==> config.mk <==
export PLATFORM = sky130hd
export DESIGN_NAME = boot_source_select_and_status
export DESIGN_NICKNAME = d
export VERILOG_FILES = /design/src/boot_sel_pkg.sv /design/src/boot_source_select_and_status.sv
export VERILOG_INCLUDE_DIRS = /design/src /design/src/src
export SDC_FILE = /design/constraint.sdc
export NUM_CORES = 1
export LEC_CHECK = 0
export BUFFER_PORTS_ARGS = -buffer_cell sky130_fd_sc_hd__buf_2
export CAP_MARGIN = 10
export CORE_ASPECT_RATIO = 0.8
export CORE_MARGIN = 5
export CORE_UTILIZATION = 45
export CTS_CLUSTER_SIZE = 25
export DETAILED_ROUTE_END_ITERATION = 8
export PLACE_DENSITY = 0.68
export SETUP_SLACK_MARGIN = 0.1
export SYNTH_ARGS = -nofsm -noshare
export SYNTH_HDL_FRONTEND = slang
export SYNTH_SLANG_ARGS = --single-unit
==> constraint.sdc <==
create_clock -name mclk -period 5.8 [get_ports mclk]
set_input_delay 0.29 -clock mclk [delete_from_list [all_inputs] [get_ports mclk]]
set_output_delay 0.29 -clock mclk [all_outputs]
set_load 0.03 [all_outputs]
==> src/boot_sel_params.svh <==
// offsets, field positions, reset values and timing counts of the boot selector
`ifndef BOOT_SEL_PARAMS_SVH
`define BOOT_SEL_PARAMS_SVH

// register byte offsets
`define REG_CTRL       8'h00
`define REG_BOOT_RB    8'h04
`define REG_IRQ_STAT   8'h08
`define REG_IRQ_MASK   8'h0c
`define REG_LIVE_PINS  8'h10

// control register bits
`define CTRL_RESAMPLE  0
`define CTRL_PIN_OWN   1
`define CTRL_PIN_LOW   2

// readback register fields
`define RB_PINS_LSB    0
`define RB_ALT_LSB     4
`define RB_SRC_LSB     8
`define RB_SRC2_LSB    12
`define RB_STATE_LSB   16
`define RB_MCU_BIT     20
`define RB_DUAL_BIT    21
`define RB_CARD2_BIT   22

// interrupt bits
`define IRQ_W          4
`define IRQ_BOOTED     0
`define IRQ_FAIL       1
`define IRQ_LINK       2
`define IRQ_SAMPLED    3

// strap codes and defaults
`define ALT_DEFAULT    2'h0
`define STRAP_SER_LO   4'h0
`define STRAP_SER_HI   4'hf
`define STRAP_DEV_LO   4'h3
`define STRAP_DEV_HI   4'hc
`define N_SRC          9

// timing
`define MCLK_HZ        25000000
`define BLINK_HALF_MS  125
`define BLINK_HALF_CYC (`MCLK_HZ / 1000 * `BLINK_HALF_MS)
`define BLINK_CNT_W    24
`define SETTLE_CYC     2'h3

`endif

==> src/boot_sel_pkg.sv <==
// types shared by the boot selector and its bench
package boot_sel_pkg;
	typedef enum logic [3:0] {
		SRC_NONE   = 4'h0,
		SRC_SERIAL = 4'h1,
		SRC_DEV    = 4'h2,
		SRC_SD     = 4'h3,
		SRC_EMMC   = 4'h4,
		SRC_SNOR   = 4'h5,
		SRC_SNAND  = 4'h6,
		SRC_SLC    = 4'h7,
		SRC_HBUS   = 4'h8
	} boot_src_e;

	typedef enum logic [3:0] {
		ST_SETTLE  = 4'h0,
		ST_RESOLVE = 4'h1,
		ST_FLASH   = 4'h2,
		ST_FAIL    = 4'h3,
		ST_SERIAL  = 4'h4,
		ST_LINKED  = 4'h5,
		ST_DEV     = 4'h6,
		ST_BOOTED  = 4'h7
	} boot_st_e;

	typedef struct packed {
		boot_src_e src;
		logic      mcu_primary;
		logic      dual;
		boot_src_e src2;
		logic      card_two;
	} map_entry_s;

	typedef struct packed {
		logic [1:0]  alt;
		logic        force_en;
		boot_src_e   force_src;
		logic [8:0]  forbid;
		logic        secure;
	} otp_cfg_s;

	typedef struct packed {
		logic done;
		logic empty;
		logic error;
	} flash_rsp_s;

	typedef struct packed {
		logic        read;
		logic        write;
		logic [7:0]  address;
		logic [31:0] writedata;
	} avmm_req_s;

	typedef struct packed {
		logic        waitrequest;
		logic [31:0] readdata;
	} avmm_rsp_s;
endpackage

==> src/boot_source_select_and_status.sv <==
// boot source selection from straps and otp, with boot status pin and regs
//
// Behaviour
// - boot mode comes from four strap pins plus 2-bit otp field, default 0.
// - strap pins are captured at every reset release and pick the source.
// - captured straps are readable in a register; standby exit resamples.
// - straps 0 and 15 select serial download on two uarts or usb.
// - straps 3 and 12 select development boot, never overridden by otp.
// - default field maps 1,2,4,5,6 to app core and 7,8,11 to mcu core.
// - some entries carry two flash configurations for indirect boot.
// - an empty boot flash falls back to serial download boot, or fails if otp forbids it.
// - otp may force any single boot source, or forbid any except development boot.
// - otp force bits make later boots use the programmed flash, except with development straps.
// - during rom boot peripherals run from the internal fast oscillator.
// - usb download runs only with the external fast oscillator present.
// - boot failure drives the status pin low, open drain.
// - without secure boot a failure falls back at once to serial boot, unless otp forbids serial boot.
// - in serial boot the status pin blinks at a few hertz until linked.
// - development boot holds the status pin low.
// - otherwise the status pin stays high impedance until software.
`timescale 1ns/1ps
`default_nettype none
`include "boot_sel_params.svh"

module boot_source_select_and_status
	import boot_sel_pkg::*;
#(
	parameter int unsigned BLINK_HALF_CYC = `BLINK_HALF_CYC
) (
	input  wire logic       mclk,
	input  wire logic       sys_rst,
	input  wire logic [3:0] boot_pins,
	input  wire otp_cfg_s   otp_cfg,
	input  wire logic       standby_exit,
	input  wire flash_rsp_s flash_rsp,
	input  wire logic       conn_port_a,
	input  wire logic       conn_port_b,
	input  wire logic       conn_usb,
	input  wire logic       ext_osc_present,
	input  wire avmm_req_s  bus_req,
	output avmm_rsp_s       bus_rsp,
	output map_entry_s      boot_sel,
	output logic            flash_start,
	output logic            clk_internal,
	output logic            usb_dl_enable,
	output logic            status_pin_out,
	output logic            status_pin_oe,
	output logic            irq
);

	// a counter this wide cannot hold a longer half period
	if (BLINK_HALF_CYC < 1 || BLINK_HALF_CYC >= (1 << `BLINK_CNT_W)) begin
		$error("BLINK_HALF_CYC out of range for the blink counter");
	end

	localparam logic [`BLINK_CNT_W-1:0] BLINK_LAST =
		`BLINK_CNT_W'(BLINK_HALF_CYC - 1);

	typedef struct packed {
		boot_st_e               st;
		logic [3:0]             pins_m;
		logic [3:0]             pins_s;
		logic [3:0]             cap_pins;
		logic [1:0]             cap_alt;
		map_entry_s             sel;
		logic [1:0]             settle;
		logic [`BLINK_CNT_W-1:0] blink_cnt;
		logic                   flash_start;
		logic                   clk_int;
		logic                   usb_en;
		logic                   pin_out;
		logic                   pin_oe;
		logic                   pin_own;
		logic                   pin_low;
		logic [`IRQ_W-1:0]      irq_stat;
		logic [`IRQ_W-1:0]      irq_mask;
		logic                   irq;
		logic                   waitreq;
		logic [31:0]            rdata;
	} state_s;

	state_s            q;
	state_s            d;
	map_entry_s        ent;
	logic [`IRQ_W-1:0] ev;
	logic [`IRQ_W-1:0] w1c;
	logic              acc;
	logic              resample;
	logic              linked;
	logic              ser_ok;

	// builds one entry of the strap map
	function automatic map_entry_s mk(
		input boot_src_e s,
		input logic      m,
		input boot_src_e s2,
		input logic      c2
	);
		map_entry_s e;
		e.src = s;
		e.mcu_primary = m;
		e.dual = (s2 != SRC_NONE);
		e.src2 = s2;
		e.card_two = c2;
		return e;
	endfunction

	// strap and field to boot source; unmapped cells return no source
	function automatic map_entry_s lookup(
		input logic [3:0] p,
		input logic [1:0] a
	);
		map_entry_s e;
		e = mk(SRC_NONE, 1'b0, SRC_NONE, 1'b0);
		if (p == `STRAP_SER_LO || p == `STRAP_SER_HI) begin
			e = mk(SRC_SERIAL, 1'b0, SRC_NONE, 1'b0);
		end else if (p == `STRAP_DEV_LO || p == `STRAP_DEV_HI) begin
			e = mk(SRC_DEV, 1'b0, SRC_NONE, 1'b0);
		end else begin
			case ({a, p})
			// default field: app core, mcu core, dual configurations
			6'h01: e = mk(SRC_SD, 1'b0, SRC_NONE, 1'b0);
			6'h02: e = mk(SRC_EMMC, 1'b0, SRC_NONE, 1'b0);
			6'h04: e = mk(SRC_SNOR, 1'b0, SRC_NONE, 1'b0);
			6'h05: e = mk(SRC_SNAND, 1'b0, SRC_NONE, 1'b0);
			6'h06: e = mk(SRC_SLC, 1'b0, SRC_NONE, 1'b0);
			6'h07: e = mk(SRC_SD, 1'b1, SRC_NONE, 1'b0);
			6'h08: e = mk(SRC_EMMC, 1'b1, SRC_NONE, 1'b0);
			6'h0b: e = mk(SRC_SNOR, 1'b1, SRC_NONE, 1'b0);
			6'h09: e = mk(SRC_SNAND, 1'b1, SRC_SNOR, 1'b0);
			6'h0a: e = mk(SRC_SLC, 1'b1, SRC_SNOR, 1'b0);
			6'h0d: e = mk(SRC_EMMC, 1'b1, SRC_SNOR, 1'b0);
			6'h0e: e = mk(SRC_SD, 1'b1, SRC_SNOR, 1'b0);
			// field 1: app core primary
			6'h11: e = mk(SRC_SD, 1'b0, SRC_NONE, 1'b0);
			6'h12: e = mk(SRC_EMMC, 1'b0, SRC_NONE, 1'b0);
			6'h14: e = mk(SRC_SNOR, 1'b0, SRC_NONE, 1'b0);
			6'h17: e = mk(SRC_HBUS, 1'b0, SRC_NONE, 1'b0);
			6'h18: e = mk(SRC_SNAND, 1'b0, SRC_NONE, 1'b0);
			6'h1b: e = mk(SRC_SLC, 1'b0, SRC_NONE, 1'b0);
			6'h1d: e = mk(SRC_SD, 1'b0, SRC_NONE, 1'b1);
			6'h1e: e = mk(SRC_EMMC, 1'b0, SRC_NONE, 1'b0);
			// field 2: mcu core primary
			6'h21: e = mk(SRC_SD, 1'b1, SRC_NONE, 1'b0);
			6'h22: e = mk(SRC_EMMC, 1'b1, SRC_NONE, 1'b0);
			6'h24: e = mk(SRC_SNOR, 1'b1, SRC_NONE, 1'b0);
			6'h27: e = mk(SRC_HBUS, 1'b1, SRC_NONE, 1'b0);
			6'h28: e = mk(SRC_SNAND, 1'b1, SRC_NONE, 1'b0);
			6'h2b: e = mk(SRC_SLC, 1'b1, SRC_NONE, 1'b0);
			6'h2d: e = mk(SRC_SD, 1'b1, SRC_NONE, 1'b1);
			6'h2e: e = mk(SRC_EMMC, 1'b1, SRC_NONE, 1'b0);
			// field 3: two configurations, mcu starts the app core
			6'h32: e = mk(SRC_EMMC, 1'b1, SRC_SNOR, 1'b0);
			6'h34: e = mk(SRC_SLC, 1'b1, SRC_SNOR, 1'b0);
			6'h35: e = mk(SRC_EMMC, 1'b1, SRC_SNOR, 1'b0);
			6'h36: e = mk(SRC_EMMC, 1'b1, SRC_HBUS, 1'b0);
			6'h38: e = mk(SRC_EMMC, 1'b1, SRC_HBUS, 1'b0);
			6'h39: e = mk(SRC_SD, 1'b1, SRC_SNOR, 1'b1);
			6'h3a: e = mk(SRC_SD, 1'b1, SRC_HBUS, 1'b1);
			6'h3b: e = mk(SRC_SLC, 1'b1, SRC_HBUS, 1'b0);
			6'h3d: e = mk(SRC_SD, 1'b1, SRC_SNOR, 1'b0);
			6'h3e: e = mk(SRC_SD, 1'b1, SRC_HBUS, 1'b0);
			default: e = mk(SRC_NONE, 1'b0, SRC_NONE, 1'b0);
			endcase
		end
		return e;
	endfunction

	// whole next state; pins are assumed static after reset release
	always_comb begin
		d = q;
		ev = '0;
		w1c = '0;
		d.flash_start = 1'b0;
		d.pin_out = 1'b0;

		// two-flop strap synchroniser
		d.pins_m = boot_pins;
		d.pins_s = q.pins_m;

		// otp force wins over the straps except for development boot
		ent = lookup(q.cap_pins, q.cap_alt);
		if (ent.src != SRC_DEV && otp_cfg.force_en) begin
			ent = mk(otp_cfg.force_src, 1'b0, SRC_NONE, 1'b0);
		end
		if (ent.src == SRC_NONE) begin
			ent = mk(SRC_SERIAL, 1'b0, SRC_NONE, 1'b0);
		end
		ser_ok = !otp_cfg.forbid[SRC_SERIAL];

		// bus access completes on the cycle waitrequest is low
		acc = (bus_req.read || bus_req.write) && !q.waitreq;
		resample = standby_exit;
		if (acc && bus_req.write && bus_req.address == `REG_CTRL) begin
			resample = resample || bus_req.writedata[`CTRL_RESAMPLE];
			d.pin_own = bus_req.writedata[`CTRL_PIN_OWN];
			d.pin_low = bus_req.writedata[`CTRL_PIN_LOW];
		end
		if (acc && bus_req.write && bus_req.address == `REG_IRQ_STAT) begin
			w1c = bus_req.writedata[`IRQ_W-1:0];
		end
		if (acc && bus_req.write && bus_req.address == `REG_IRQ_MASK) begin
			d.irq_mask = bus_req.writedata[`IRQ_W-1:0];
		end

		// a usb link counts only with the external oscillator running
		linked = conn_port_a || conn_port_b || (conn_usb && q.usb_en);

		case (q.st)
		ST_SETTLE: begin
			// wait until the synchroniser holds the pin level
			d.pin_oe = 1'b0;
			d.clk_int = 1'b1;
			d.settle = q.settle + 2'h1;
			if (q.settle == `SETTLE_CYC) begin
				d.cap_pins = q.pins_s;
				d.cap_alt = otp_cfg.alt;
				d.st = ST_RESOLVE;
				ev[`IRQ_SAMPLED] = 1'b1;
			end
		end
		ST_RESOLVE: begin
			d.sel = ent;
			case (ent.src)
			SRC_DEV: begin
				d.st = ST_DEV;
			end
			SRC_SERIAL: begin
				d.st = ser_ok ? ST_SERIAL : ST_FAIL;
				d.blink_cnt = '0;
			end
			default: begin
				if (otp_cfg.forbid[ent.src]) begin
					d.st = ST_FAIL;
				end else begin
					d.st = ST_FLASH;
					d.flash_start = 1'b1;
				end
			end
			endcase
			ev[`IRQ_FAIL] = (d.st == ST_FAIL);
			d.pin_oe = (d.st == ST_FAIL || d.st == ST_DEV);
		end
		ST_FLASH: begin
			if (flash_rsp.done) begin
				if (flash_rsp.empty) begin
					d.st = ser_ok ? ST_SERIAL : ST_FAIL;
					d.blink_cnt = '0;
					ev[`IRQ_FAIL] = !ser_ok;
					d.pin_oe = !ser_ok;
				end else if (flash_rsp.error) begin
					d.st = ST_FAIL;
					ev[`IRQ_FAIL] = 1'b1;
					d.pin_oe = 1'b1;
				end else begin
					d.st = ST_BOOTED;
					ev[`IRQ_BOOTED] = 1'b1;
				end
			end
		end
		ST_FAIL: begin
			// secure parts stay here with the pin low until a resample
			if (!otp_cfg.secure && ser_ok) begin
				d.st = ST_SERIAL;
				d.blink_cnt = '0;
				d.pin_oe = 1'b0;
			end
		end
		ST_SERIAL: begin
			// divider enable toggles the open-drain drive
			if (q.blink_cnt == BLINK_LAST) begin
				d.blink_cnt = '0;
				d.pin_oe = !q.pin_oe;
			end else begin
				d.blink_cnt = q.blink_cnt + `BLINK_CNT_W'(1);
			end
			if (linked) begin
				d.st = ST_LINKED;
				d.pin_oe = 1'b0;
				ev[`IRQ_LINK] = 1'b1;
			end
		end
		ST_DEV: begin
			d.pin_oe = 1'b1;
			d.clk_int = 1'b0;
		end
		ST_LINKED: begin
			d.pin_oe = q.pin_own && q.pin_low;
		end
		ST_BOOTED: begin
			d.clk_int = 1'b0;
			d.pin_oe = q.pin_own && q.pin_low;
		end
		default: begin
			d.st = ST_SETTLE;
			d.settle = '0;
		end
		endcase

		// rom boot runs its peripherals from the internal oscillator
		if (d.st != ST_BOOTED && d.st != ST_DEV) begin
			d.clk_int = 1'b1;
		end
		d.usb_en = (d.st == ST_SERIAL) && ext_osc_present;

		// resample overrides the machine; the pin is released meanwhile
		if (resample && q.st != ST_SETTLE) begin
			d.st = ST_SETTLE;
			d.settle = '0;
			d.pin_oe = 1'b0;
			d.usb_en = 1'b0;
			d.flash_start = 1'b0;
		end

		// sticky status: a new event wins over a clear in the same cycle
		d.irq_stat = (q.irq_stat & ~w1c) | ev;
		d.irq = |(d.irq_stat & d.irq_mask);

		// waitrequest drops for one cycle per request, read data with it
		d.waitreq = !((bus_req.read || bus_req.write) && q.waitreq);
		if (bus_req.read && q.waitreq) begin
			case (bus_req.address)
			`REG_CTRL: begin
				d.rdata = '0;
				d.rdata[`CTRL_PIN_OWN] = q.pin_own;
				d.rdata[`CTRL_PIN_LOW] = q.pin_low;
			end
			`REG_BOOT_RB: begin
				d.rdata = '0;
				d.rdata[`RB_PINS_LSB +: 4] = q.cap_pins;
				d.rdata[`RB_ALT_LSB +: 2] = q.cap_alt;
				d.rdata[`RB_SRC_LSB +: 4] = q.sel.src;
				d.rdata[`RB_SRC2_LSB +: 4] = q.sel.src2;
				d.rdata[`RB_STATE_LSB +: 4] = q.st;
				d.rdata[`RB_MCU_BIT] = q.sel.mcu_primary;
				d.rdata[`RB_DUAL_BIT] = q.sel.dual;
				d.rdata[`RB_CARD2_BIT] = q.sel.card_two;
			end
			`REG_IRQ_STAT: d.rdata = {28'h0, q.irq_stat};
			`REG_IRQ_MASK: d.rdata = {28'h0, q.irq_mask};
			`REG_LIVE_PINS: d.rdata = {28'h0, q.pins_s};
			default: d.rdata = '0;
			endcase
		end
	end

	// single state register, synchronous reset
	always_ff @(posedge mclk) begin
		if (sys_rst) begin
			q <= '0;
			q.st <= ST_SETTLE;
			q.cap_alt <= `ALT_DEFAULT;
			q.clk_int <= 1'b1;
			q.waitreq <= 1'b1;
			q.sel <= mk(SRC_NONE, 1'b0, SRC_NONE, 1'b0);
		end else begin
			q <= d;
		end
	end

	// outputs straight from the state register
	assign bus_rsp.waitrequest = q.waitreq;
	assign bus_rsp.readdata = q.rdata;
	assign boot_sel = q.sel;
	assign flash_start = q.flash_start;
	assign clk_internal = q.clk_int;
	assign usb_dl_enable = q.usb_en;
	assign status_pin_out = q.pin_out;
	assign status_pin_oe = q.pin_oe;
	assign irq = q.irq;

endmodule
`default_nettype wire

## Word-level counts from Yosys, hierarchy flattened

Memory sizes are Yosys's and may differ from the RTL's. A register that Yosys moved wholly into a read port is not among the register bits.
Cells that the tools add are included.

| operators by class | value |
|---|---|
| $add $sub $neg | 2 |
| reductions and logical operators | 45 |
| bitwise operators | 5 |
| equal/unequal tests | 30 |
| $lt $le $gt $ge | 1 |
| muxes and demuxes | 50 |

Operators with widths:

| operator | count |
|---|---|
| 24-bit 2-to-1 mux | 5 |
| 23-bit case mux with 5 select lines | 1 |
| 24-bit case mux with 4 select lines | 1 |
| 11-bit 2-to-1 mux | 4 |
| 4-bit 2-to-1 mux | 7 |
| 24-bit by 1-bit adder with 24-bit output, second input constant | 1 |
| 24-bit by 22-bit equality test with 1-bit output, second input constant | 1 |
| 4-bit by 3-bit equality test with 1-bit output, second input constant | 6 |
| 4-bit case mux with 6 select lines | 1 |
| 4-bit by 2-bit equality test with 1-bit output, second input constant | 5 |
| 1-bit 2-to-1 mux | 19 |
| 8-bit by 4-bit equality test with 1-bit output, second input constant | 2 |
| 1-bit logical AND | 14 |
| 4-bit zero test | 3 |
| 6-bit 2-to-1 mux | 2 |
| 5-bit AND reduction | 2 |
| 3-bit 2-to-1 mux | 3 |
| 4-bit bitwise AND | 2 |
| 4-bit by 1-bit equality test with 1-bit output, second input constant | 2 |
| 4-bit equality test, second input constant | 2 |
| 8-bit by 3-bit equality test with 1-bit output, second input constant | 1 |
| 8-bit by 5-bit equality test with 1-bit output, second input constant | 1 |
| 8-bit zero test | 1 |
| 4-bit by 3-bit inequality test with 1-bit output, second input constant | 2 |
| 27 further kinds | 45 |

| word-level totals | value |
|---|---|
| register bits | 104 |
| logic and storage cells | 158 |
| ROM bits | 640 |
| input bits | 73 |
| output and inout bits | 50 |
| memories kept | 1 |

Memories:

| memory | words | bits a word | read ports | clocked after Yosys merged registers in | write ports | RTL line | source |
|---|---|---|---|---|---|---|---|
| (no name shown) | 64 | 10 | 1 | 1 | 0 | boot_source_select_and_status.sv:120 | `case ({a, p})` |

## Longest topological paths before layout

Gate-level depths: netlist of the first run.

| depth | value |
|---|---|
| depth after elaboration | 19 |
| gate-level depth with buffers | 13 |
| depth with buffers taken out | 12 |

## Worst setup path before layout of the first run

OpenSTA, ideal clock, no wires.

| path | value |
|---|---|
| path type | reg2reg |
| start point | register q[103] (netlist name) |
| end point | register with a tool-made name |
| required time | 5.721 ns |
| arrival time | 2.484 ns |
| setup slack | 3.237 ns |
| stages on the path, launching flop included | 13 |
| library setup time | 0.079 ns |
| path through | dfxtp_1 nor4_4 nand3_1 a21oi_1 inv_1 ha_1 clkbuf_1 inv_1 nand2_1 o21ai_0 mux2i_1 mux2i_1 o211ai_1 |

RTL lines:

| element | RTL line | source |
|---|---|---|
| from (decl) | boot_source_select_and_status.sv:82 | `state_s q;` |

## Worst setup path in the final report of the first run

| path | value |
|---|---|
| start point | register q[90] (netlist name) |
| end point | register q[66] (netlist name) |

| on the way | value |
|---|---|
| word-level cells in the longest chain between the ends | 12 |

RTL lines:

| element | RTL line | source |
|---|---|---|
| 4-bit by 2-bit equality test with 1-bit output (no source line) / 4-bit equality test (equally long branches) | n/a |  |
| 1-bit logical OR (no source line) | n/a |  |
| 11-bit 2-to-1 mux | boot_source_select_and_status.sv:117 | `` end else if (p == `STRAP_DEV_LO \|\| p == `STRAP_DEV_HI) begin `` |
| 11-bit 2-to-1 mux * | boot_source_select_and_status.sv:115 | `` if (p == `STRAP_SER_LO \|\| p == `STRAP_SER_HI) begin `` |
| 4-bit by 2-bit inequality test with 1-bit output | boot_source_select_and_status.sv:183 | `if (ent.src != SRC_DEV && otp_cfg.force_en) begin` |
| 1-bit logical AND | boot_source_select_and_status.sv:183 |  |
| 11-bit 2-to-1 mux * | boot_source_select_and_status.sv:183 |  |
| 4-bit zero test | boot_source_select_and_status.sv:186 | `if (ent.src == SRC_NONE) begin` |
| 11-bit 2-to-1 mux * | boot_source_select_and_status.sv:186 |  |
| 4-bit by 1-bit equality test with 1-bit output * | boot_source_select_and_status.sv:224 | `case (ent.src)` |
| 2-bit by 1-bit inequality test with 1-bit output (no source line) * | n/a |  |
| 5-bit AND reduction (no source line) * | n/a |  |

Mark *: on every way between the ends. The rest lies on a longest branch, timed or not.
A chain may end at the register's enable or synchronous reset.

==> results of run 1 <==
[sequential cells by signal (all words and copies together) (netlist names), named ones only]
signal and cells:
bus_rsp 20, irq 1, clk_internal 1, boot_sel 9
q 50, status_pin_oe 1, d 4, flash_start 1
usb_dl_enable 1
[final timing paths]
check	from	endpoint	slack, ns
setup / recovery	q[90]$_SDFFE_PP0P_	q[66]$_SDFFE_PP0P_	1.98
hold / removal	boot_pins[3]	d[95]$_SDFF_PP0_	0.16
setup reg to reg	q[90]$_SDFFE_PP0P_	q[66]$_SDFFE_PP0P_	1.98
hold reg to reg	d[94]$_SDFF_PP0_	q[94]$_SDFF_PP0_	0.44
[synth_stat cells (4+ instances only)]
library cell	instances
sky130_fd_sc_hd__a22oi_1	6
sky130_fd_sc_hd__a31oi_1	6
sky130_fd_sc_hd__inv_1	17
sky130_fd_sc_hd__nand3b_1	4
sky130_fd_sc_hd__o22ai_1	5
sky130_fd_sc_hd__or3_1	5
sky130_fd_sc_hd__nor2b_1	15
sky130_fd_sc_hd__a21oi_1	56
sky130_fd_sc_hd__o31ai_1	5
sky130_fd_sc_hd__buf_2	4
sky130_fd_sc_hd__o211ai_1	17
sky130_fd_sc_hd__nor4_1	5
sky130_fd_sc_hd__xor2_1	10
sky130_fd_sc_hd__nand2_1	54
sky130_fd_sc_hd__o2111ai_1	4
sky130_fd_sc_hd__dfxtp_1	97
sky130_fd_sc_hd__clkbuf_1	23
sky130_fd_sc_hd__nand4_1	9
sky130_fd_sc_hd__mux2i_1	20
sky130_fd_sc_hd__nor4b_1	4
sky130_fd_sc_hd__o21ai_0	28
sky130_fd_sc_hd__and3_1	11
sky130_fd_sc_hd__nor2_1	63
sky130_fd_sc_hd__nand2b_1	6
sky130_fd_sc_hd__nand3_1	33
sky130_fd_sc_hd__xnor2_1	8
sky130_fd_sc_hd__or4_1	6
sky130_fd_sc_hd__buf_4	48
sky130_fd_sc_hd__nor3_1	13
sky130_fd_sc_hd__o21ai_2	4
sky130_fd_sc_hd__a21o_1	4
sky130_fd_sc_hd__and2_1	5
sky130_fd_sc_hd__a21boi_0	4
sky130_fd_sc_hd__ha_1	8
sky130_fd_sc_hd__a211oi_1	12
[power groups by stage]
stage               Sequential (mW)  Clock (mW)  Combinational (mW)
CTS                           0.677       0.622               0.107
global route                  0.678       0.652               0.118
detailed placement            0.692           0               0.107
floorplan                     0.690           0              0.0823
global placement              0.692           0               0.104
finish                        0.677       0.613               0.109
[cell families after synthesis]
| group | Yosys count | share of synthesized area |
|---|---|---|
| simple gates | 251 | 0.232 |
| mux | 21 | 0.0377 |
| other cells | 1 | 0.000668 |
| fa+ha+maj | 8 | 0.0178 |
| compound gates | 192 | 0.239 |
| flops | 97 | 0.346 |
| buf+inv | 98 | 0.0985 |
| xor+xnor | 18 | 0.0281 |
[layer usage]
metal | up-vias | global-route usage | share of wire
li1 | 2494 | - | -
met4 | 0 | 0.0632 | 0.024
met5 | - | 0 | 0
met2 | 238 | 0.306 | 0.43
met3 | 35 | 0.0512 | 0.086
met1 | 2442 | 0.271 | 0.46
[area by class of cell]
class	instances	area share
clock buffers	9	0.0367
clock inverters	7	0.0129
inverters	20	0.0122
multi-input cells	505	0.517
flip-flops and latches	97	0.317
well taps	171	0.0349
repair buffers	83	0.0694
==> impl_metrics.yaml, run 1 <==
yosys:
  synthTopCellsByArea: "sky130_fd_sc_hd__dfxtp_1 35%, sky130_fd_sc_hd__buf_4 6.4%, sky130_fd_sc_hd__a21oi_1 5.0%, sky130_fd_sc_hd__nor2_1 4.2%, sky130_fd_sc_hd__nand2_1 3.6%"
  synthDominantAreaCellType: "sky130_fd_sc_hd__dfxtp_1"
  synthDistinctLibCells: 80
  postSynth.asyncResetShare: 0
  seq_area_frac_synth: 0.346
  syn-cell-area_um2: 5610
  postSynthAreaPerCell_um2: 8.18
  synth_ff_type: "sky130_fd_sc_hd__dfxtp_1"
  synthDominantCellAreaShare: 0.346
  yosysWarnings: 0
  syn_inst: 686
  synth-edff-count: 0
  register_bit_count_reported_by_yosys: 97
finish:
  nets: 797
  layout.core_utilization: 0.502
  area_taken_by_multi_input_logic_gates_um2: 3170
  post_route_cells_drive_above_1_share: 0.175
  num-fill-cells: 1139
  register_area_um2: 1940
  final_cell_mix: "97 x sky130_fd_sc_hd__dfxtp_1, 79 x sky130_fd_sc_hd__buf_2, 63 x sky130_fd_sc_hd__nor2_1, 56 x sky130_fd_sc_hd__a21oi_1, 54 x sky130_fd_sc_hd__nand2_1"
  n_antenna_cell: 0
  layout_commonest_cell: "sky130_fd_sc_hd__dfxtp_1"
  area_growth_syn_to_layout_pct: 9.23
  final_cell_count_no_fill: 892
  final_design_area_no_fill_um2: 6130
timing:
  timing.final.crit_share: 0.659
  finalSetupTns_ns: 0
  fin_crit_ns: 3.82
  skew_ns: 0.00412
  tightestPinTransition_ns: 0.963
  final_max_slew_viol_count: 0
  rsz0062_at_grt: "false"
  clock.fmax_ghz: 0.262
  report.final.setup_viol: 0
  slew_headroom: 0.341
  fin_hold_ws_ns: 0.157
  final_critical_path_setup_slack_ns: 1.98
  final_hold_viol_count: 0
placed_design:
  gp_congestion: 0.944
  placed_cell_area_um2: 5830
  post-place-cells: 876
  pre_cts_slack_ns: 2.09
  hpwlAfterDp_um: 10700
  place.port_buffers: 79
floorplan:
  die_width_um: 135
  die_y_extent_um: 110
  floorplan.core_area_um2: 12200
  die_area_um2: 14800
  io_pins: 123
  rows: 36
  initial_standard_cell_utilization_of_the_core: 0.460
setup_path:
  ff2ff_path_depth: 8
  critPathLaunchType: "flop"
  cp_class: "flop to flop"
  cp_cell_sequence: "nor2b_1 > o21ai_2 > a2bb2oi_4 > a31oi_1 > o211ai_1 > a21boi_0 > a21o_1 > o211ai_1"
  cp_num_cells: 8
  max_stage_delay_ns: 0.66
  worstPathRequired_ns: 6.01
  critPathMaxFanout: 21
  timing.critical_path.arrival_ns: 4.03
  path_delay_family: "compound AO/OA/AOI/OAI gates"
  end_kind: "flop"
  crit_top_cell: "sky130_fd_sc_hd__o211ai_1"
  critical-path-slowest-cell: "sky130_fd_sc_hd__a21o_1"
  timing.critical_path.buf_inv: 0
routing:
  finalWirelength_um: 14500
  vias_per_cell: 5.84
  routedWlPerCell_um: 16.3
  drt_iter0_drc: 453
  post_detailed_route_drc_marker_count: 0
  firstDrtPassIters: 6
  detail-route-antenna-nets: 0
  route.vias.total: 5209
pwr:
  leakage_nw: 2.31
  p_per_area_nw_per_um2: 228
  netSwitchingFraction: 0.254
  pwr-share-comb: 0.078
  switchingPower_uw: 356
  tot_pwr_mw: 1.40
  seq_power_share: 0.484
  internal-power_mw: 1.04
  part_of_the_total_power_dissipated_in_the_clock_network: 0.438
  peakVddDrop_v: 0.000135
clock_tree:
  cts_post_setup_buffers_inserted: 0
  bufs_on_longest_clock_path: 2
  clock_sinks: 97
  cts_tree: "done"
  clk_transition_reported_paths_ns: 0.07
  clock_tree.htree_level_count: 3
  post_cts.resized_instances: 0
  clock_insertion_delay_at_the_later_pin_of_the_skew_report_ns: 0.35
  cts_inserted_buffers: 9
  root_buffer: "sky130_fd_sc_hd__clkbuf_16"
  cts.hold.buffers_added: 0
grt:
  antenna_found_initial: 0
  wire_length_of_the_first_global_routing_pass_um: 23700
  grt_start_max_net_pins: 57
  grt_use_total: 0.198
  vias_in_the_first_global_route: 4727
  gr-total-overflow: 0
worst_hold_path:
  hold_class: "input port to flop"
  holdPathStages: 2
status:
  run_status: "finished, final reports clean"
run:
  max-cap-violations: 0
Note: power is estimated with default switching activity, not from simulation.
==> run 2: changes to the inputs <==
--- a/config.mk
+++ b/config.mk
@@ -13,7 +13,7 @@
 export CORE_UTILIZATION = 45
 export CTS_CLUSTER_SIZE = 25
 export DETAILED_ROUTE_END_ITERATION = 8
-export PLACE_DENSITY = 0.68
+export PLACE_DENSITY = 0.71
 export SETUP_SLACK_MARGIN = 0.1
 export SYNTH_ARGS = -nofsm -noshare
 export SYNTH_HDL_FRONTEND = slang
==> constraint.sdc (replaced) <==
create_clock -name mclk -period 3.3 [get_ports mclk]
set_input_delay 0.165 -clock mclk [delete_from_list [all_inputs] [get_ports mclk]]
set_output_delay 0.165 -clock mclk [all_outputs]
set_load 0.03 [all_outputs]
==> run 2 against run 1 <==
Count of clock-buffer cells in the layout rose by 2. Total power rose by 73%. Non-clock buffer count rose by 22. Design area rose by 2.4%. Sequential power rose by 76%. Global-route usage fell by 0.22 points. First-iteration DRC count rose by 2.9%. Critical path depth did not move. Flip-flop and latch count did not move. Combinational power rose by 90%. Fmax rose by 30%. Critical endpoint is now usb_dl_enable$_SDFF_PP0_. Largest cell class unchanged.
==> impl_metrics.yaml, run 2 (same netlist as run 1, synthesis figures left out) <==
placed_design:
  place.port_buffers: 79
  gp_congestion: 0.898
  pre_cts_slack_ns: 0.161
  hpwlAfterDp_um: 11000
finish:
  n_antenna_cell: 0
  final_cell_mix: "96 x sky130_fd_sc_hd__dfxtp_1, 79 x sky130_fd_sc_hd__buf_2, 63 x sky130_fd_sc_hd__nor2_1, 56 x sky130_fd_sc_hd__a21oi_1, 54 x sky130_fd_sc_hd__nand2_1"
  post_route_cells_drive_above_1_share: 0.197
  max_ffs_per_register: 50
  register_ranked_first_by_flip_flop_count: "q"
  layout_commonest_cell: "sky130_fd_sc_hd__dfxtp_1"
  area_growth_syn_to_layout_pct: 11.9
  nets: 819
grt:
  gr-total-overflow: 0
  wire_length_of_the_first_global_routing_pass_um: 23600
  grt_use_total: 0.196
  grt_start_max_net_pins: 32
  vias_in_the_first_global_route: 4765
  antenna_found_initial: 0
floorplan:
  io_pins: 123
  die_y_extent_um: 110
  die_width_um: 135
  initial_standard_cell_utilization_of_the_core: 0.460
  floorplan.core_area_um2: 12200
  rows: 36
  die_area_um2: 14800
setup_path:
  critPathMaxFanout: 11
  timing.critical_path.arrival_ns: 3.15
  max_stage_delay_ns: 0.64
  cp_class: "flop to flop"
  critical-path-slowest-cell: "sky130_fd_sc_hd__dfxtp_1"
  worstPathRequired_ns: 3.50
  cp_cell_sequence: "nor2b_1 > o21ai_2 > a2bb2oi_4 > o21bai_4 > a2111oi_0 > o22a_1 > nand2_1 > nor4b_1"
  end_kind: "flop"
  critPathLaunchType: "flop"
clock_tree:
  clk_transition_reported_paths_ns: 0.06
  clock_insertion_delay_at_the_later_pin_of_the_skew_report_ns: 0.34
  clock_tree.htree_level_count: 3
  cts_tree: "done"
  cts_inserted_buffers: 9
  clock_sinks: 97
  bufs_on_longest_clock_path: 2
  root_buffer: "sky130_fd_sc_hd__clkbuf_16"
  cts.hold.buffers_added: 0
pwr:
  leakage_nw: 2.41
  p_per_area_nw_per_um2: 384
  peakVddDrop_v: 0.000240
  tot_pwr_mw: 2.41
routing:
  post_detailed_route_drc_marker_count: 0
  detail-route-antenna-nets: 0
  routedWlPerCell_um: 16.0
  route.vias.total: 5203
  drt_iter0_drc: 466
  firstDrtPassIters: 5
  finalWirelength_um: 14600
  vias_per_cell: 5.71
timing:
  final_critical_path_setup_slack_ns: 0.352
  final_hold_viol_count: 0
  tightestPinTransition_ns: 0.813
  fin_hold_ws_ns: 0.0418
  report.final.setup_viol: 0
  fin_crit_ns: 2.95
  finalSetupTns_ns: 0
  skew_ns: 0.00551
  final_max_slew_viol_count: 0
  rsz0062_at_grt: "false"
  timing.final.crit_share: 0.893
  clock.fmax_ghz: 0.339
  slew_headroom: 0.451
worst_hold_path:
  hold_class: "input port to flop"
run:
  max-cap-violations: 0
status:
  run_status: "finished, final reports clean"
## run 2: cell types whose count changed in the layout (fill, tap and decap cells not counted)
| cell | delta |
|---|---|
| sky130_fd_sc_hd__buf_4 | +22 |
| sky130_fd_sc_hd__clkbuf_1 | +1 |
| sky130_fd_sc_hd__clkbuf_8 | +1 |
| sky130_fd_sc_hd__clkinv_4 | -1 |
| sky130_fd_sc_hd__clkinvlp_4 | -1 |
| sky130_fd_sc_hd__dfxtp_1 | -1 |
| sky130_fd_sc_hd__dfxtp_2 | +1 |
| sky130_fd_sc_hd__inv_6 | -1 |
| sky130_fd_sc_hd__inv_8 | -1 |
## run 2: through the flow
| step | cell area, um^2 | util | instances |
|---|---|---|---|
| after floorplan | 5670 | - | 700 |
| after global placement | 5950 | 0.487 | 892 |
| after detailed placement | 5950 | 0.487 | 892 |
| after CTS | 6230 | 0.511 | 906 |
| after global routing | 6280 | 0.514 | 912 |
| final | 6280 | 0.514 | 912 |
## run 2: what timing repair did
item / CTS / global route
buffers inserted: 0 / 6
setup endpoints to repair: 0 / 23
gates resized for setup: 0 / 1
## run 2: critical path, delay by kind of cell (launching register included)
kind / cells / cell delay [ns]
compound gates: 5 / 1.55
flops: 1 / 0.64
simple gates: 3 / 0.61
## run 2: area by class of cell
| class | instances | area (um^2) |
|---|---|---|
| Clock buffer | 11 | 243 |
| Clock inverter | 3 | 42.5 |
| Fill cell | 1132 | 5930 |
| Inverter | 20 | 75.1 |
| Multi-Input combinational cell | 505 | 3170 |
| Sequential cell | 97 | 1940 |
| Tap cell | 171 | 214 |
| Timing Repair Buffer | 105 | 591 |
## run 2: path summary, 6_finish.rpt
| path | startpoint | endpoint | slack (ns) | depth (start not counted) |
|---|---|---|---|---|
| max | q[89]$_SDFFE_PP0P_ | usb_dl_enable$_SDFF_PP0_ | 0.35 | 8 |
| min | boot_pins[2] | d[94]$_SDFF_PP0_ | 0.04 | 2 |
| max reg2reg | q[89]$_SDFFE_PP0P_ | usb_dl_enable$_SDFF_PP0_ | 0.35 | 8 |
| min reg2reg | d[95]$_SDFF_PP0_ | q[95]$_SDFF_PP0_ | 0.44 | 1 |
## run 2: routing by layer
layer	vias up	part of all wire	GRT usage
met5	-	0	0
met1	2420	0.45	0.264
li1	2539	-	-
met4	0	0.012	0.0465
met3	13	0.084	0.0448
met2	231	0.45	0.319
## run 2: report_power, final
part	switching, mW	leakage [nW]	internal (mW)
Clock	0.421	0.137	0.598
Sequential	0.00628	0.785	1.18
Combinational	0.137	1.49	0.0699
Total	0.565	2.41	1.85
==> run 3: changes to the inputs <==
--- a/config.mk
+++ b/config.mk
@@ -6,6 +6,7 @@
 export SDC_FILE = /design/constraint.sdc
 export NUM_CORES = 1
 export LEC_CHECK = 0
+export ABC_AREA = 1
 export BUFFER_PORTS_ARGS = -buffer_cell sky130_fd_sc_hd__buf_2
 export CAP_MARGIN = 10
 export CORE_ASPECT_RATIO = 0.8
==> run 3 against run 2 <==
Clock skew rose by 0.0013 ns. Setup slack improved by 0.15 ns. First-iteration DRC count fell by 20%. Flip-flop and latch count did not move. Hold slack got worse by 0.020 ns.
==> impl_metrics.yaml, run 3 <==
status:
  run_status: "finished, final reports clean"
clock_tree:
  cts_tree: "done"
  root_buffer: "sky130_fd_sc_hd__clkbuf_16"
  cts_inserted_buffers: 9
  clk_transition_reported_paths_ns: 0.07
  cts_post_setup_buffers_inserted: 0
  clock_insertion_delay_at_the_later_pin_of_the_skew_report_ns: 0.34
  clock_sinks: 97
  clock_tree.htree_level_count: 3
  bufs_on_longest_clock_path: 2
yosys:
  basic_gate_share_of_the_synthesized_area_counting_and_or_nand_and_nor_cells: 0.296
  synth_ff_type: "sky130_fd_sc_hd__dfxtp_1"
  synthDominantAreaCellType: "sky130_fd_sc_hd__dfxtp_1"
  synth-edff-count: 0
  synthMostInstantiatedCell: "sky130_fd_sc_hd__nand2_1"
  synth_compound_area_frac: 0.160
  yosys-top-cells-count: "141 x sky130_fd_sc_hd__nand2_1, 97 x sky130_fd_sc_hd__dfxtp_1, 95 x sky130_fd_sc_hd__inv_1, 94 x sky130_fd_sc_hd__nor2_1, 58 x sky130_fd_sc_hd__a21oi_1"
  dominant_combinational_cell_family_by_area_after_synthesis: "simple AND/OR/NAND/NOR gates"
  post_synthesis_share_of_cell_area_spent_on_full_adders_half_adders_and_majority_gates: 0.0188
  synth.mux.area_fraction: 0.00188
  synthDominantCellAreaShare: 0.366
  postSynthAreaPerCell_um2: 6.96
  syn-cell-area_um2: 5310
  synthTopCellsByArea: "sky130_fd_sc_hd__dfxtp_1 37%, sky130_fd_sc_hd__nand2_1 10%, sky130_fd_sc_hd__inv_1 6.7%, sky130_fd_sc_hd__nor2_1 6.6%, sky130_fd_sc_hd__buf_4 6.4%"
  seq_area_frac_synth: 0.366
  yosysWarnings: 0
  synth_xor_area_frac: 0.00495
  postSynth.asyncResetShare: 0
  register_bit_count_reported_by_yosys: 97
  syn_inst: 763
  synthDistinctLibCells: 53
grt:
  antenna_found_initial: 0
  gr-usage-met2: 0.268
  groute.layer.met3.usage: 0.0460
  global_route.peak_usage_layer: "met2"
  wire_length_of_the_first_global_routing_pass_um: 21400
  grt_start_max_net_pins: 46
  gr-total-overflow: 0
  grt_use_total: 0.184
  grtUsageMet1: 0.268
  vias_in_the_first_global_route: 4404
timing:
  rsz0062_at_grt: "false"
  tightestPinTransition_ns: 0.516
  finalSetupTns_ns: 0
  timing.final.crit_share: 0.848
  final_max_slew_viol_count: 0
  report.final.setup_viol: 0
  final_hold_viol_count: 0
  slew_headroom: 0.653
  final_critical_path_setup_slack_ns: 0.500
  fin_crit_ns: 2.80
  clock.fmax_ghz: 0.357
  skew_ns: 0.00680
placed_design:
  place.port_buffers: 80
  hpwlAfterDp_um: 9890
  pre_cts_slack_ns: 0.465
  gp_congestion: 0.922
floorplan:
  rows: 35
  die_width_um: 131
  initial_standard_cell_utilization_of_the_core: 0.461
  die_y_extent_um: 107
  floorplan.core_area_um2: 11500
  io_pins: 123
  die_area_um2: 14100
setup_path:
  cp_class: "flop to flop"
  max_stage_delay_ns: 0.37
  ff2ff_path_depth: 13
  critPathMaxFanout: 9
  end_kind: "flop"
  timing.critical_path.arrival_ns: 3.04
  worstPathRequired_ns: 3.54
  crit_top_cell: "sky130_fd_sc_hd__nand2_1"
  critical-path-slowest-cell: "sky130_fd_sc_hd__ha_1"
  critPathLaunchType: "flop"
  cp_cell_sequence: "nor2_1 > inv_2 > nor2_2 > nand2_1 > nand2_1 > nand2_1 > nor2_2 > inv_1 > ha_1 > o21ai_1 > a21oi_1 > o31a_1 > a32o_1"
routing:
  detail-route-antenna-nets: 0
  post_detailed_route_drc_marker_count: 0
  routedWlPerCell_um: 13.2
  route.vias.total: 4876
  vias_per_cell: 5.02
  finalWirelength_um: 12800
  drt_iter0_drc: 373
  firstDrtPassIters: 5
finish:
  layout.core_utilization: 0.514
  n_antenna_cell: 0
  register_ranked_first_by_flip_flop_count: "q"
  nets: 899
  post_route_cells_drive_above_1_share: 0.182
  area_growth_syn_to_layout_pct: 11.4
  max_ffs_per_register: 50
  final_cell_mix: "141 x sky130_fd_sc_hd__nand2_1, 97 x sky130_fd_sc_hd__dfxtp_1, 95 x sky130_fd_sc_hd__inv_1, 92 x sky130_fd_sc_hd__nor2_1, 80 x sky130_fd_sc_hd__buf_2"
  layout_commonest_cell: "sky130_fd_sc_hd__nand2_1"
pwr:
  tot_pwr_mw: 2.34
  leakage_nw: 2.70
  p_per_area_nw_per_um2: 396
  peakVddDrop_v: 0.000325
worst_hold_path:
  hold_class: "input port to flop"
  holdPathStages: 3
run:
  max-cap-violations: 0
==> run 3: changes by cell type in the layout (fill, tap and decap cells not counted), moves of 11 or more <==
| cell | previous run | this run |
|---|---|---|
| sky130_fd_sc_hd__inv_1 | 17 | 95 |
| sky130_fd_sc_hd__nand2_1 | 54 | 141 |
| sky130_fd_sc_hd__mux2i_1 | 20 | 1 |
| sky130_fd_sc_hd__nor2_1 | 63 | 92 |
| sky130_fd_sc_hd__o211ai_1 | 17 | 5 |
| sky130_fd_sc_hd__and3_1 | 11 | 0 |
| sky130_fd_sc_hd__nor2b_1 | 15 | 0 |
| sky130_fd_sc_hd__buf_4 | 26 | 10 |
==> run 3: final cells by class <==
type                    instances  area, um^2
multi-input cells             512        2630
flip-flops and latches         97        1940
clock inverters                 7        53.8
well taps                     148         185
fillers                      1148        5600
clock buffers                   9         225
inverters                     108         408
repair buffers                 90         475
==> run 3: worst paths after layout <==
kind,from,end,slack [ns]
hold reg to reg,d[95]$_SDFF_PP0_,q[95]$_SDFF_PP0_,0.40
setup / recovery,q[101]$_SDFF_PP0_,flop,0.50
hold / removal,boot_pins[2],d[94]$_SDFF_PP0_,0.02
setup reg to reg,q[101]$_SDFF_PP0_,flop,0.50
==> run 3: cells by family (layout without fill, tap and decap cells) <==
group / count (synthesis) / in the layout
AND/OR/NAND/NOR: 341 / 341
buffers and inverters: 168 / 214
AO/OA/AOI/OAI: 144 / 144
flip-flops: 97 / 97
adder cells (fa/ha/maj): 8 / 8
XOR/XNOR: 3 / 3
other: 1 / 15
multiplexers: 1 / 1
==> run 3: worst max-delay path, delay by kind of cell (launching register included) <==
kind | cells | cell delay [ns]
simple gates | 6 | 0.96
compound gates | 4 | 0.77
fa+ha+maj | 1 | 0.37
flops | 1 | 0.35
buf+inv | 2 | 0.24
==> run 3: layer usage <==
metal / routed length (um) / share of wire
met5: 0 / 0
met4: 148 / 0.012
met3: 720 / 0.056
met2: 5260 / 0.41
met1: 6670 / 0.52
==> run 3: per-stage QoR <==
stage / hold slack (ns) / cell area [um^2] / cells
after floorplan: 0.272 / 5370 / 777
after global placement: 0.366 / 5630 / 955
after detailed placement: 0.372 / 5630 / 955
after CTS: 0.00783 / 5910 / 971
after global routing: 0.0200 / 5920 / 971
final: 0.0223 / 5920 / 971
==> run 3: report_power, final <==
group | internal [mW] | switching [mW] | total [mW]
Clock | 0.516 | 0.457 | 0.973
Combinational | 0.0550 | 0.128 | 0.184
Sequential | 1.18 | 0.00704 | 1.19
Total | 1.75 | 0.592 | 2.34
==> run 3: repair_timing <==
action                                  CTS  global route
gates resized for setup                   0             2
endpoints found under the setup margin    0             4
hold buffers                              0             0
